File: config.mk
export PLATFORM = sky130hd
export DESIGN_NAME = fds_floppy_fifo
export DESIGN_NICKNAME = d
export VERILOG_FILES = /design/src/fds_pkg.sv /design/src/fds_floppy_fifo.sv
export VERILOG_INCLUDE_DIRS = /design/src
export SDC_FILE = /design/constraint.sdc
export NUM_CORES = 1
export LEC_CHECK = 0
export CAP_MARGIN = 40
export CORE_ASPECT_RATIO = 0.7
export CORE_UTILIZATION = 60
export DETAILED_ROUTE_END_ITERATION = 7
export DONT_BUFFER_PORTS = 1
export PLACE_DENSITY = 0.76
export SKIP_LAST_GASP = 1
export SYNTH_ARGS = -nofsm -noshare
export SYNTH_HDL_FRONTEND = slang
export SYNTH_SLANG_ARGS = --single-unit
File: constraint.sdc
create_clock -name i_clk -period 4.79 [get_ports i_clk]
set_clock_uncertainty 0.15 [all_clocks]
set_input_delay 0.479 -clock i_clk [delete_from_list [all_inputs] [get_ports i_clk]]
set_output_delay 0.479 -clock i_clk [all_outputs]
set_load 0.05 [all_outputs]
File: src/fds_params.svh
// register map, field positions, reset values and timing counts for the floppy buffer
`ifndef FDS_PARAMS_SVH
`define FDS_PARAMS_SVH

// byte offsets of the registers
`define FDS_OFF_CTRL 8'h00
`define FDS_OFF_SETUP 8'h04
`define FDS_OFF_TIMING 8'h08
`define FDS_OFF_DRIVE 8'h0C
`define FDS_OFF_CFG6 8'h10
`define FDS_OFF_MSR 8'h14
`define FDS_OFF_STAT 8'h18
`define FDS_OFF_DATA 8'h1C

// control register bits (write-only pulses)
`define FDS_CTRL_START 0
`define FDS_CTRL_READ 1
`define FDS_CTRL_VERIFY 2
`define FDS_CTRL_END 3

// setup-options register fields
`define FDS_SETUP_FIFO_EN 0
`define FDS_SETUP_THR_LSB 4
`define FDS_SETUP_RST 8'h00

// timing-setup register fields
`define FDS_TIM_DMA_EN 0
`define FDS_TIM_RATE_LSB 1
`define FDS_TIM_RST 8'h00
`define FDS_RATE_2M 2'h3
`define FDS_RATE_1M 2'h2

// drive control register fields
`define FDS_DRV_MOTOR_FIRST 0
`define FDS_DRV_MOTOR_SECOND 1
`define FDS_DRV_SEL_FIRST 2
`define FDS_DRV_SEL_SECOND 3
`define FDS_DRV_DIR_OUT 4
`define FDS_DRV_STEP 5
`define FDS_DRV_RST 8'h10

// configuration register six fields
`define FDS_CFG6_MODE_LSB 0
`define FDS_CFG6_PULLUP_OFF 4
`define FDS_CFG6_RST 8'h00

// main status register bits
`define FDS_MSR_BUSY 4
`define FDS_MSR_EXEC 5
`define FDS_MSR_DIO 6
`define FDS_MSR_RQM 7

// status register fields
`define FDS_STAT_OVR 5
`define FDS_STAT_UNR 6
`define FDS_STAT_CNT_LSB 8

// bus responses
`define FDS_RESP_OKAY 2'h0
`define FDS_RESP_SLVERR 2'h2

// step pulse width
`define FDS_CLK_MHZ 40
`define FDS_STEP_NS 1000
`define FDS_STEP_CYC ((`FDS_STEP_NS * `FDS_CLK_MHZ + 999) / 1000)

`endif

File: src/fds_pkg.sv
// types shared by the floppy buffer and drive signalling block
package fds_pkg;

  // command phase of the controller
  typedef enum logic [1:0] {
    FDS_CMD = 2'b00,
    FDS_EXEC = 2'b01,
    FDS_RESULT = 2'b10
  } fds_phase_e;

  // host compatibility modes
  typedef enum logic [1:0] {
    FDS_MODE_AT = 2'b00,
    FDS_MODE_M30 = 2'b01,
    FDS_MODE_EXT = 2'b10
  } fds_mode_e;

  // open-drain drive control pins
  typedef struct packed {
    logic step;
    logic dir;
    logic motor_on_first;
    logic motor_on_second;
    logic drive_select_first;
    logic drive_select_second;
  } fds_drive_s;

  // drive status pins, as sampled (active low on the wire)
  typedef struct packed {
    logic read_data;
    logic media_changed_in;
    logic media_protect;
    logic outer_track_flag;
    logic track_start;
  } fds_sense_s;

endpackage : fds_pkg

File: src/fds_floppy_fifo.sv
// floppy data buffer, dma pacing and drive-side pins behind an axi4-lite slave
`include "fds_params.svh"

module fds_floppy_fifo
  import fds_pkg::*;
#(
  parameter int DEPTH = 16,
  parameter int STEP_CYC = `FDS_STEP_CYC
) (
  // clock and reset
  input wire logic i_clk,
  input wire logic i_rst,
  // axi4-lite write address and data
  input wire logic i_awvalid,
  output logic o_awready,
  input wire logic [7:0] i_awaddr,
  input wire logic i_wvalid,
  output logic o_wready,
  input wire logic [31:0] i_wdata,
  input wire logic [3:0] i_wstrb,
  // axi4-lite write response
  output logic o_bvalid,
  input wire logic i_bready,
  output logic [1:0] o_bresp,
  // axi4-lite read
  input wire logic i_arvalid,
  output logic o_arready,
  input wire logic [7:0] i_araddr,
  output logic o_rvalid,
  input wire logic i_rready,
  output logic [31:0] o_rdata,
  output logic [1:0] o_rresp,
  // dma pins, active low strobes
  input wire logic i_dack_n,
  input wire logic i_dma_rd_n,
  input wire logic i_dma_wr_n,
  input wire logic [7:0] i_dma_data,
  output logic [7:0] o_dma_data,
  output logic o_dma_data_oe,
  output logic o_drq,
  // disk-side byte stream from the controller core
  input wire logic i_dsk_push,
  input wire logic [7:0] i_dsk_data,
  input wire logic i_dsk_pop,
  output logic [7:0] o_dsk_data,
  output logic o_dsk_fill,
  output logic o_terminate,
  // drive pins
  input wire fds_sense_s i_sense,
  input wire logic i_fast_ref,
  output fds_drive_s o_drv_out,
  output fds_drive_s o_drv_oe,
  output logic o_pullup_en,
  output logic [1:0] o_rate_sel
);

  localparam int PW = $clog2(DEPTH);
  localparam int CW = $clog2(DEPTH + 1);
  localparam int SYN = 16;

  // pin synchronisers: three stages, filtered value moves when stages two and three agree
  logic [SYN-1:0] pin_raw;
  logic [SYN-1:0] s1_reg;
  logic [SYN-1:0] s2_reg;
  logic [SYN-1:0] s3_reg;
  logic [SYN-1:0] filt_reg;
  assign pin_raw = {i_dma_data, i_sense, i_dack_n, i_dma_rd_n, i_dma_wr_n};
  for (genvar g = 0; g < SYN; g++) begin : g_sync
    always_ff @(posedge i_clk) begin
      if (i_rst) begin
        s1_reg[g] <= 1'b1;
        s2_reg[g] <= 1'b1;
        s3_reg[g] <= 1'b1;
        filt_reg[g] <= 1'b1;
      end else begin
        s1_reg[g] <= pin_raw[g];
        s2_reg[g] <= s1_reg[g];
        s3_reg[g] <= s2_reg[g];
        if (s2_reg[g] == s3_reg[g]) begin
          filt_reg[g] <= s3_reg[g];
        end
      end
    end
  end

  // named views of the filtered pins
  wire [7:0] dma_data_f = filt_reg[15:8];
  wire fds_sense_s sense_f = filt_reg[7:3];
  wire dack_f = filt_reg[2];
  wire rd_f = filt_reg[1];
  wire wr_f = filt_reg[0];
  logic [2:0] dma_prev_reg;

  // control registers
  fds_phase_e phase_reg;
  logic read_dir_reg;
  logic verify_reg;
  logic [7:0] setup_reg;
  logic [7:0] timing_reg;
  logic [7:0] drive_reg;
  logic [7:0] cfg6_reg;
  logic ovr_reg;
  logic unr_reg;
  logic [$clog2(STEP_CYC+1)-1:0] step_cnt_reg;

  // buffer storage and pointers
  logic [7:0] mem_reg [DEPTH];
  logic [PW-1:0] rd_ptr_reg;
  logic [PW-1:0] wr_ptr_reg;
  logic [CW-1:0] count_reg;

  // axi state
  logic aw_held_reg;
  logic w_held_reg;
  logic [7:0] awaddr_reg;
  logic [31:0] wdata_reg;
  logic wstrb0_reg;

  // buffer capacity: one byte in byte mode, full depth when enabled
  wire fifo_en = setup_reg[`FDS_SETUP_FIFO_EN];
  wire [CW-1:0] cap = fifo_en ? CW'(DEPTH) : CW'(1);
  wire full = count_reg >= cap;
  wire empty = count_reg == '0;
  wire [7:0] head = mem_reg[rd_ptr_reg];
  wire [CW-1:0] free = cap - count_reg;
  wire [CW-1:0] thr = CW'(setup_reg[7:`FDS_SETUP_THR_LSB]) + CW'(1);

  // transfer direction and request-for-master flags
  wire transfer_direction_flag = (phase_reg == FDS_EXEC) ? read_dir_reg : (phase_reg == FDS_RESULT);
  wire request_for_master_flag = transfer_direction_flag ? !empty : !full;
  wire exec = phase_reg == FDS_EXEC;
  wire dma_en = timing_reg[`FDS_TIM_DMA_EN];

  // axi write decode; address and data may arrive in either order
  wire aw_fire = i_awvalid && o_awready;
  wire w_fire = i_wvalid && o_wready;
  wire wr_go = aw_held_reg && w_held_reg && !o_bvalid;
  wire wr_en = wr_go && wstrb0_reg;
  wire wr_ctrl = wr_en && awaddr_reg == `FDS_OFF_CTRL;
  wire wr_setup = wr_en && awaddr_reg == `FDS_OFF_SETUP;
  wire wr_timing = wr_en && awaddr_reg == `FDS_OFF_TIMING;
  wire wr_drive = wr_en && awaddr_reg == `FDS_OFF_DRIVE;
  wire wr_cfg6 = wr_en && awaddr_reg == `FDS_OFF_CFG6;
  wire wr_data = wr_en && awaddr_reg == `FDS_OFF_DATA;
  wire wr_mapped = awaddr_reg[7:5] == 3'h0 && awaddr_reg[1:0] == 2'h0
    && awaddr_reg != `FDS_OFF_MSR && awaddr_reg != `FDS_OFF_STAT;
  wire start = wr_ctrl && wdata_reg[`FDS_CTRL_START];
  wire end_req = wr_ctrl && wdata_reg[`FDS_CTRL_END];

  // axi read decode
  wire ar_fire = i_arvalid && o_arready;
  wire rd_mapped = i_araddr[7:5] == 3'h0 && i_araddr[1:0] == 2'h0;
  wire rd_data = ar_fire && i_araddr == `FDS_OFF_DATA;

  // host byte moves only when the flags allow it
  wire host_push = wr_data && request_for_master_flag && !transfer_direction_flag;
  wire host_pop = rd_data && request_for_master_flag && transfer_direction_flag;

  // dma strobes act on acknowledge alone, no address is looked at
  wire dack_act = !dack_f;
  wire rd_fall = dma_prev_reg[1] && !rd_f;
  wire wr_fall = dma_prev_reg[0] && !wr_f;
  wire dack_fall = dma_prev_reg[2] && dack_act;
  wire dma_pop = dack_act && rd_fall && transfer_direction_flag;
  wire dma_push = dack_act && wr_fall && !transfer_direction_flag;
  wire pseudo_pop = dack_fall && verify_reg && !fifo_en && read_dir_reg && exec;

  // disk side: overrun on a read, underrun on a write
  wire dsk_pop_ok = i_dsk_pop && !empty;
  wire ovr_set = i_dsk_push && full && exec && read_dir_reg;
  wire unr_set = i_dsk_pop && empty && exec && !read_dir_reg;

  // one push and one pop per cycle at most
  wire push_req = host_push || dma_push || i_dsk_push;
  wire push = push_req && !full;
  wire pop = (host_pop || dma_pop || pseudo_pop || dsk_pop_ok) && !empty;
  wire [7:0] push_data = host_push ? wdata_reg[7:0] : dma_push ? dma_data_f : i_dsk_data;

  // dma request level: threshold with buffer on, single byte in byte mode
  wire drq_read = fifo_en ? (count_reg >= thr) : !empty;
  wire drq_write = fifo_en ? (free >= thr) : !full;
  wire check_no_dma = verify_reg && fifo_en;
  wire drq_next = exec && dma_en && !check_no_dma && (read_dir_reg ? drq_read : drq_write);

  // requested data rate, 2 Mbit/s only with the fast reference
  wire [1:0] rate_req = timing_reg[`FDS_TIM_RATE_LSB +: 2];
  wire [1:0] rate_next = (rate_req == `FDS_RATE_2M && !i_fast_ref) ? `FDS_RATE_1M : rate_req;

  // read mux; the basic mode hides the buffer count
  wire fds_mode_e mode = fds_mode_e'(cfg6_reg[`FDS_CFG6_MODE_LSB +: 2]);
  wire [4:0] sense_act = ~sense_f;
  wire [CW-1:0] cnt_view = (mode == FDS_MODE_AT) ? '0 : count_reg;
  wire [7:0] msr = {request_for_master_flag, transfer_direction_flag, exec && !dma_en, phase_reg != FDS_CMD, 4'h0};
  wire [31:0] stat = {{(32 - `FDS_STAT_CNT_LSB - CW){1'b0}}, cnt_view, 1'b0,
    unr_reg, ovr_reg, sense_act};
  logic [31:0] rd_word;
  always_comb begin
    case (i_araddr)
      `FDS_OFF_SETUP: rd_word = {24'h0, setup_reg};
      `FDS_OFF_TIMING: rd_word = {24'h0, timing_reg};
      `FDS_OFF_DRIVE: rd_word = {24'h0, drive_reg};
      `FDS_OFF_CFG6: rd_word = {24'h0, cfg6_reg};
      `FDS_OFF_MSR: rd_word = {24'h0, msr};
      `FDS_OFF_STAT: rd_word = stat;
      `FDS_OFF_DATA: rd_word = {24'h0, head};
      default: rd_word = 32'h0;
    endcase
  end

  // axi write channel handshakes
  always_ff @(posedge i_clk) begin
    if (i_rst) begin
      o_awready <= 1'b1;
      o_wready <= 1'b1;
      aw_held_reg <= 1'b0;
      w_held_reg <= 1'b0;
      awaddr_reg <= 8'h00;
      wdata_reg <= 32'h0;
      wstrb0_reg <= 1'b0;
      o_bvalid <= 1'b0;
      o_bresp <= `FDS_RESP_OKAY;
    end else begin
      if (aw_fire) begin
        o_awready <= 1'b0;
        aw_held_reg <= 1'b1;
        awaddr_reg <= i_awaddr;
      end
      if (w_fire) begin
        o_wready <= 1'b0;
        w_held_reg <= 1'b1;
        wdata_reg <= i_wdata;
        wstrb0_reg <= i_wstrb[0];
      end
      if (wr_go) begin
        aw_held_reg <= 1'b0;
        w_held_reg <= 1'b0;
        o_bvalid <= 1'b1;
        o_bresp <= wr_mapped ? `FDS_RESP_OKAY : `FDS_RESP_SLVERR;
      end else if (o_bvalid && i_bready) begin
        o_bvalid <= 1'b0;
        o_awready <= 1'b1;
        o_wready <= 1'b1;
      end
    end
  end

  // axi read channel; a data read pops at the address handshake
  always_ff @(posedge i_clk) begin
    if (i_rst) begin
      o_arready <= 1'b1;
      o_rvalid <= 1'b0;
      o_rdata <= 32'h0;
      o_rresp <= `FDS_RESP_OKAY;
    end else if (ar_fire) begin
      o_arready <= 1'b0;
      o_rvalid <= 1'b1;
      o_rdata <= rd_word;
      o_rresp <= rd_mapped ? `FDS_RESP_OKAY : `FDS_RESP_SLVERR;
    end else if (o_rvalid && i_rready) begin
      o_rvalid <= 1'b0;
      o_arready <= 1'b1;
    end
  end

  // software registers; the buffer enable only moves on a reset or a setup-options write
  always_ff @(posedge i_clk) begin
    if (i_rst) begin
      setup_reg <= `FDS_SETUP_RST;
      timing_reg <= `FDS_TIM_RST;
      drive_reg <= `FDS_DRV_RST;
      cfg6_reg <= `FDS_CFG6_RST;
    end else begin
      if (wr_setup) setup_reg <= wdata_reg[7:0];
      if (wr_timing) timing_reg <= wdata_reg[7:0];
      if (wr_drive) drive_reg <= wdata_reg[7:0];
      if (wr_cfg6) cfg6_reg <= wdata_reg[7:0];
    end
  end

  // phase sequencing; errors force the result phase so the host can drain
  always_ff @(posedge i_clk) begin
    if (i_rst) begin
      phase_reg <= FDS_CMD;
      read_dir_reg <= 1'b0;
      verify_reg <= 1'b0;
    end else begin
      case (phase_reg)
        FDS_CMD: begin
          if (start) begin
            phase_reg <= FDS_EXEC;
            read_dir_reg <= wdata_reg[`FDS_CTRL_READ];
            verify_reg <= wdata_reg[`FDS_CTRL_VERIFY];
          end
        end
        FDS_EXEC: begin
          if (ovr_set || unr_set || end_req) phase_reg <= FDS_RESULT;
        end
        FDS_RESULT: begin
          if (end_req) phase_reg <= FDS_CMD;
        end
        default: phase_reg <= FDS_CMD;
      endcase
    end
  end

  // sticky error flags: an error in the clearing cycle still sets
  always_ff @(posedge i_clk) begin
    if (i_rst) begin
      ovr_reg <= 1'b0;
      unr_reg <= 1'b0;
      o_terminate <= 1'b0;
    end else begin
      ovr_reg <= ovr_set || (ovr_reg && !start);
      unr_reg <= unr_set || (unr_reg && !start);
      o_terminate <= ovr_set || unr_set;
    end
  end

  // buffer pointers; entering execution drops stale bytes
  always_ff @(posedge i_clk) begin
    if (i_rst || start) begin
      rd_ptr_reg <= '0;
      wr_ptr_reg <= '0;
      count_reg <= '0;
    end else begin
      if (push) wr_ptr_reg <= wr_ptr_reg + PW'(1);
      if (pop) rd_ptr_reg <= rd_ptr_reg + PW'(1);
      count_reg <= count_reg + CW'(push) - CW'(pop);
    end
  end

  // byte storage; data needs no reset
  always_ff @(posedge i_clk) begin
    if (push) mem_reg[wr_ptr_reg] <= push_data;
  end

  // disk byte out; an underrun hands the core zero fill until restart
  always_ff @(posedge i_clk) begin
    if (i_rst) begin
      o_dsk_data <= 8'h00;
      o_dsk_fill <= 1'b0;
    end else begin
      if (unr_set || (unr_reg && i_dsk_pop)) begin
        o_dsk_data <= 8'h00;
      end else if (dsk_pop_ok) begin
        o_dsk_data <= head;
      end
      o_dsk_fill <= unr_set || (unr_reg && !start);
    end
  end

  // dma data bus and request; edges are taken on the filtered strobes
  always_ff @(posedge i_clk) begin
    if (i_rst) begin
      dma_prev_reg <= 3'h7;
      o_dma_data <= 8'h00;
      o_dma_data_oe <= 1'b0;
      o_drq <= 1'b0;
    end else begin
      dma_prev_reg <= {dack_f, rd_f, wr_f};
      if (dma_pop) o_dma_data <= head;
      o_dma_data_oe <= dack_act && !rd_f && transfer_direction_flag;
      o_drq <= drq_next;
    end
  end

  // step pulse timer, restarted by each step request
  always_ff @(posedge i_clk) begin
    if (i_rst) begin
      step_cnt_reg <= '0;
    end else if (wr_drive && wdata_reg[`FDS_DRV_STEP]) begin
      step_cnt_reg <= ($clog2(STEP_CYC+1))'(STEP_CYC);
    end else if (step_cnt_reg != '0) begin
      step_cnt_reg <= step_cnt_reg - 1'b1;
    end
  end

  // open-drain pins: the level is always low, the enable pulls the wire
  always_ff @(posedge i_clk) begin
    if (i_rst) begin
      o_drv_out <= '0;
      o_drv_oe <= '0;
      o_pullup_en <= 1'b1;
      o_rate_sel <= 2'h0;
    end else begin
      o_drv_out <= '0;
      o_drv_oe.step <= step_cnt_reg != '0;
      o_drv_oe.dir <= !drive_reg[`FDS_DRV_DIR_OUT];
      o_drv_oe.motor_on_first <= drive_reg[`FDS_DRV_MOTOR_FIRST];
      o_drv_oe.motor_on_second <= drive_reg[`FDS_DRV_MOTOR_SECOND];
      o_drv_oe.drive_select_first <= drive_reg[`FDS_DRV_SEL_FIRST];
      o_drv_oe.drive_select_second <= drive_reg[`FDS_DRV_SEL_SECOND];
      o_pullup_en <= !cfg6_reg[`FDS_CFG6_PULLUP_OFF];
      o_rate_sel <= rate_next;
    end
  end
endmodule : fds_floppy_fifo

==> impl_metrics.toml <==
[run_status]
outcome = "finished clean"

[setup_path]
cp_max_fo = 11
startpoint_type = "flop"
crit_required_ps = 5050
worstPathArrival_ps = 4310
cp-end-kind = "flop"
critPathKind = "flop to flop"

[clocking]
clk_pin_slew_ps = 70
clock_sinks = 323
ctsHtreeMaxLevel = 1
cts_buffer_depth = 3
cts_root_buffer = "clkbuf_16"
clock_latency_ps = 550
cts_made_buffers = 29
post_cts_resized = 0
cts_tree = "built"

[routing]
vias = 8654
ant_nets = 0
totalWireLength_um = 29700
wl_per_cell_um = 20.3
dr.pass1.iters = 5
viasPerCell = 5.93
initialDrtViolationCount = 967
drc = 0

[synthesis]
syn_area_mm2 = 0.0131
synth_seq_area_share_pct = 59.0
synthMuxAreaShare_pct = 9.63
synth_top_family_by_area = "simple AND/OR/NAND/NOR gates"
synth_cell_type_count = 63
synthDominantCellAreaShare_pct = 29.7
synth_seq_cells = 323
synthAdderAreaFrac_pct = 2.73
synth_edf_count = 128
synth-xor-area-share_pct = 0.867
synth_async_sr_flop_share_pct = 0
avgSynthCellArea_um2 = 11.7
ys.flop_type = "dfxtp_1"
synth_warnings = 0
yosysMostFrequentCell = "dfxtp_1"
synth-simple-area-share_pct = 14.3
synth_compound_area_share_pct = 9.64
synth_top_area_cell = "dfxtp_1"
synthCells = 1120
ys_top_cells_by_area = "dfxtp_1 30%, edfxtp_1 29%, mux4_2 5.5%"
synthTopCellsByCount = "195 x dfxtp_1, 128 x edfxtp_1, 109 x nor2_1"

[timing]
slew_viol_final = 0
tightestPinTransition_ps = 843
finalCritPeriodShare_pct = 84.6
relSlewSlack_pct = 43.6
period_needed_ps = 4050
rsz0062_at_grt = "no"
hold_violations = 0
fmax_mhz = 247
setup_violations = 0
fin_setup_tns_ps = 0

[pwr]
power_density_mw_per_mm2 = 450
p_leak_nw = 5.51
peakVddDrop_mv = 0.323

[floorplan]
placementRows = 44
die_w_um = 179
core_area_mm2 = 0.0211
die_h_um = 126
ioPinCount = 162
initial_utilization_pct = 62.3
die_area_mm2 = 0.0225

[global_routing]
grt_pass1_wl_um = 46100
antenna_found_initial = 0
grt_pass1_vias = 8120
grt_overflow = 0
grtUsageTotal_pct = 27.0
grt_max_degree = 161

[placed_design]
place.gp.congestion = 0.905
place_area_mm2 = 0.0133
port_buffers = 0
place_hpwl_um = 19700

[cells_and_area]
drive_gt1_share_pct = 13.0
fin_nets = 1275
design_area_mm2 = 0.0147
fillers = 1488
fin_util_pct = 69.7
largest_reg_flops = 128
n_antenna_cell = 0
syn2layout_area_growth_pct = 11.9

[flow_run]
maxCapViolCount = 0

[worst_hold_path]
hold_path.class = "input port to flop"
-- metrics by stage --
stage / total power (W) / hold WS [ps] / setup WS, ps / std cells
after floorplan: 0.00414 / 233 / 1210 / 1146
after global placement: 0.00434 / 241 / 860 / 1356
after detailed placement: 0.00440 / 245 / 838 / 1359
after CTS: 0.00663 / 21.0 / 788 / 1459
after global routing: 0.00689 / 29.2 / 464 / 1460
final: 0.00662 / 31.2 / 736 / 1460
-- report_power, final --
part | total [W] | leakage (nW) | internal [W] | switching [W]
sequential | 0.00324 | 2.74 | 0.00299 | 0.000246
clock | 0.00221 | 0.438 | 0.00124 | 0.000967
combinational | 0.00117 | 2.33 | 0.000543 | 0.000629
total | 0.00662 | 5.51 | 0.00478 | 0.00184
-- critical path, stage by stage (launching register included) --
cell	delay [ps]
dfxtp_1	560
ha_1	350
and4b_1	240
or3_1	430
a2111oi_4	580
nor2_1	110
ha_1	320
inv_1	50
ha_1	160
inv_1	60
fa_1	400
nor2_1	130
nor2_1	50
o21bai_1	150
xnor2_1	130
nor2_1	50
-- path summary, 6_finish.rpt --
check / slack (ps) / end / start / cells past startpoint
max: 740 / count_reg[4]$_SDFF_PP0_ / setup_reg[0]$_SDFFE_PP0P_ / 15
min: 30 / o_rdata[3]$_SDFFE_PP0P_ / i_rst / 2
max reg2reg: 740 / count_reg[4]$_SDFF_PP0_ / setup_reg[0]$_SDFFE_PP0P_ / 15
min reg2reg: 260 / s2_reg[5]$_SDFF_PP1_ / s1_reg[5]$_SDFF_PP1_ / 1
-- repair_timing --
item	CTS	global route
hold endpoints to repair	160	0
setup buffers	0	0
hold buffers	46	0
-- logic make-up (layout without fill, tap and decap cells) --
| logic type | Yosys count | count (layout) |
|---|---|---|
| and+or+nand+nor | 366 | 366 |
| DFF | 323 | 323 |
| AOI/OAI and AO/OA | 199 | 199 |
| buffers and inverters | 104 | 142 |
| muxes | 86 | 86 |
| adders and majority gates | 28 | 28 |
| xor gates and xnor gates | 13 | 13 |
| other | 1 | 27 |
-- per-layer routing --
layer | vias up | track usage [%] | wire (um)
li1 | 4072 | - | -
met1 | 4135 | 41.7 | 13700
met2 | 396 | 38.2 | 12400
met3 | 51 | 6.82 | 3080
met4 | 0 | 5.73 | 549
met5 | - | 0 | 0
-- cells in the final DEF, fill, tap and decap left out, types with 4 or more instances in the layout --
cell type      Yosys  routed
dfxtp_1          195     193
edfxtp_1         128     128
nor2_1           109     109
a21oi_1           88      88
nand2_1           65      65
or2_2             52      52
mux2i_1           51      51
dlygate4sd3_1      0      45
mux4_2            32      32
clkbuf_16          0      30
nand2b_1          27      27
ha_1              27      27
conb_1             1      27
nand3_1           24      24
inv_1             22      22
nor2b_1           20      20
nor3_1            20      20
a22oi_1           18      18
o21bai_1          18      18
buf_4             27      18
o21ai_0           17      17
clkbuf_1          43      16
xnor2_1           11      11
a21o_1            10      10
a22o_1             8       8
nand3b_1           7       7
or3_1              6       6
and2_1             5       5
o21ai_1            5       5
a211oi_1           5       5
and3_1             5       5
clkbuf_8           0       5
a31oi_1            4       4
nand4b_1           4       4
a221oi_1           4       4
-- cell type report --
class	instances	area (um^2)	share of cell area (%)
clock buffer	52	887	6.04
timing repair buffer	66	637	4.33
tap	276	345	2.35
clock inverter	2	13.8	0.0936
multi-input combinational	719	4980	33.9
inverter	22	82.6	0.562
sequential	323	7750	52.7
No activity file was read; power rests on OpenSTA's default activity.
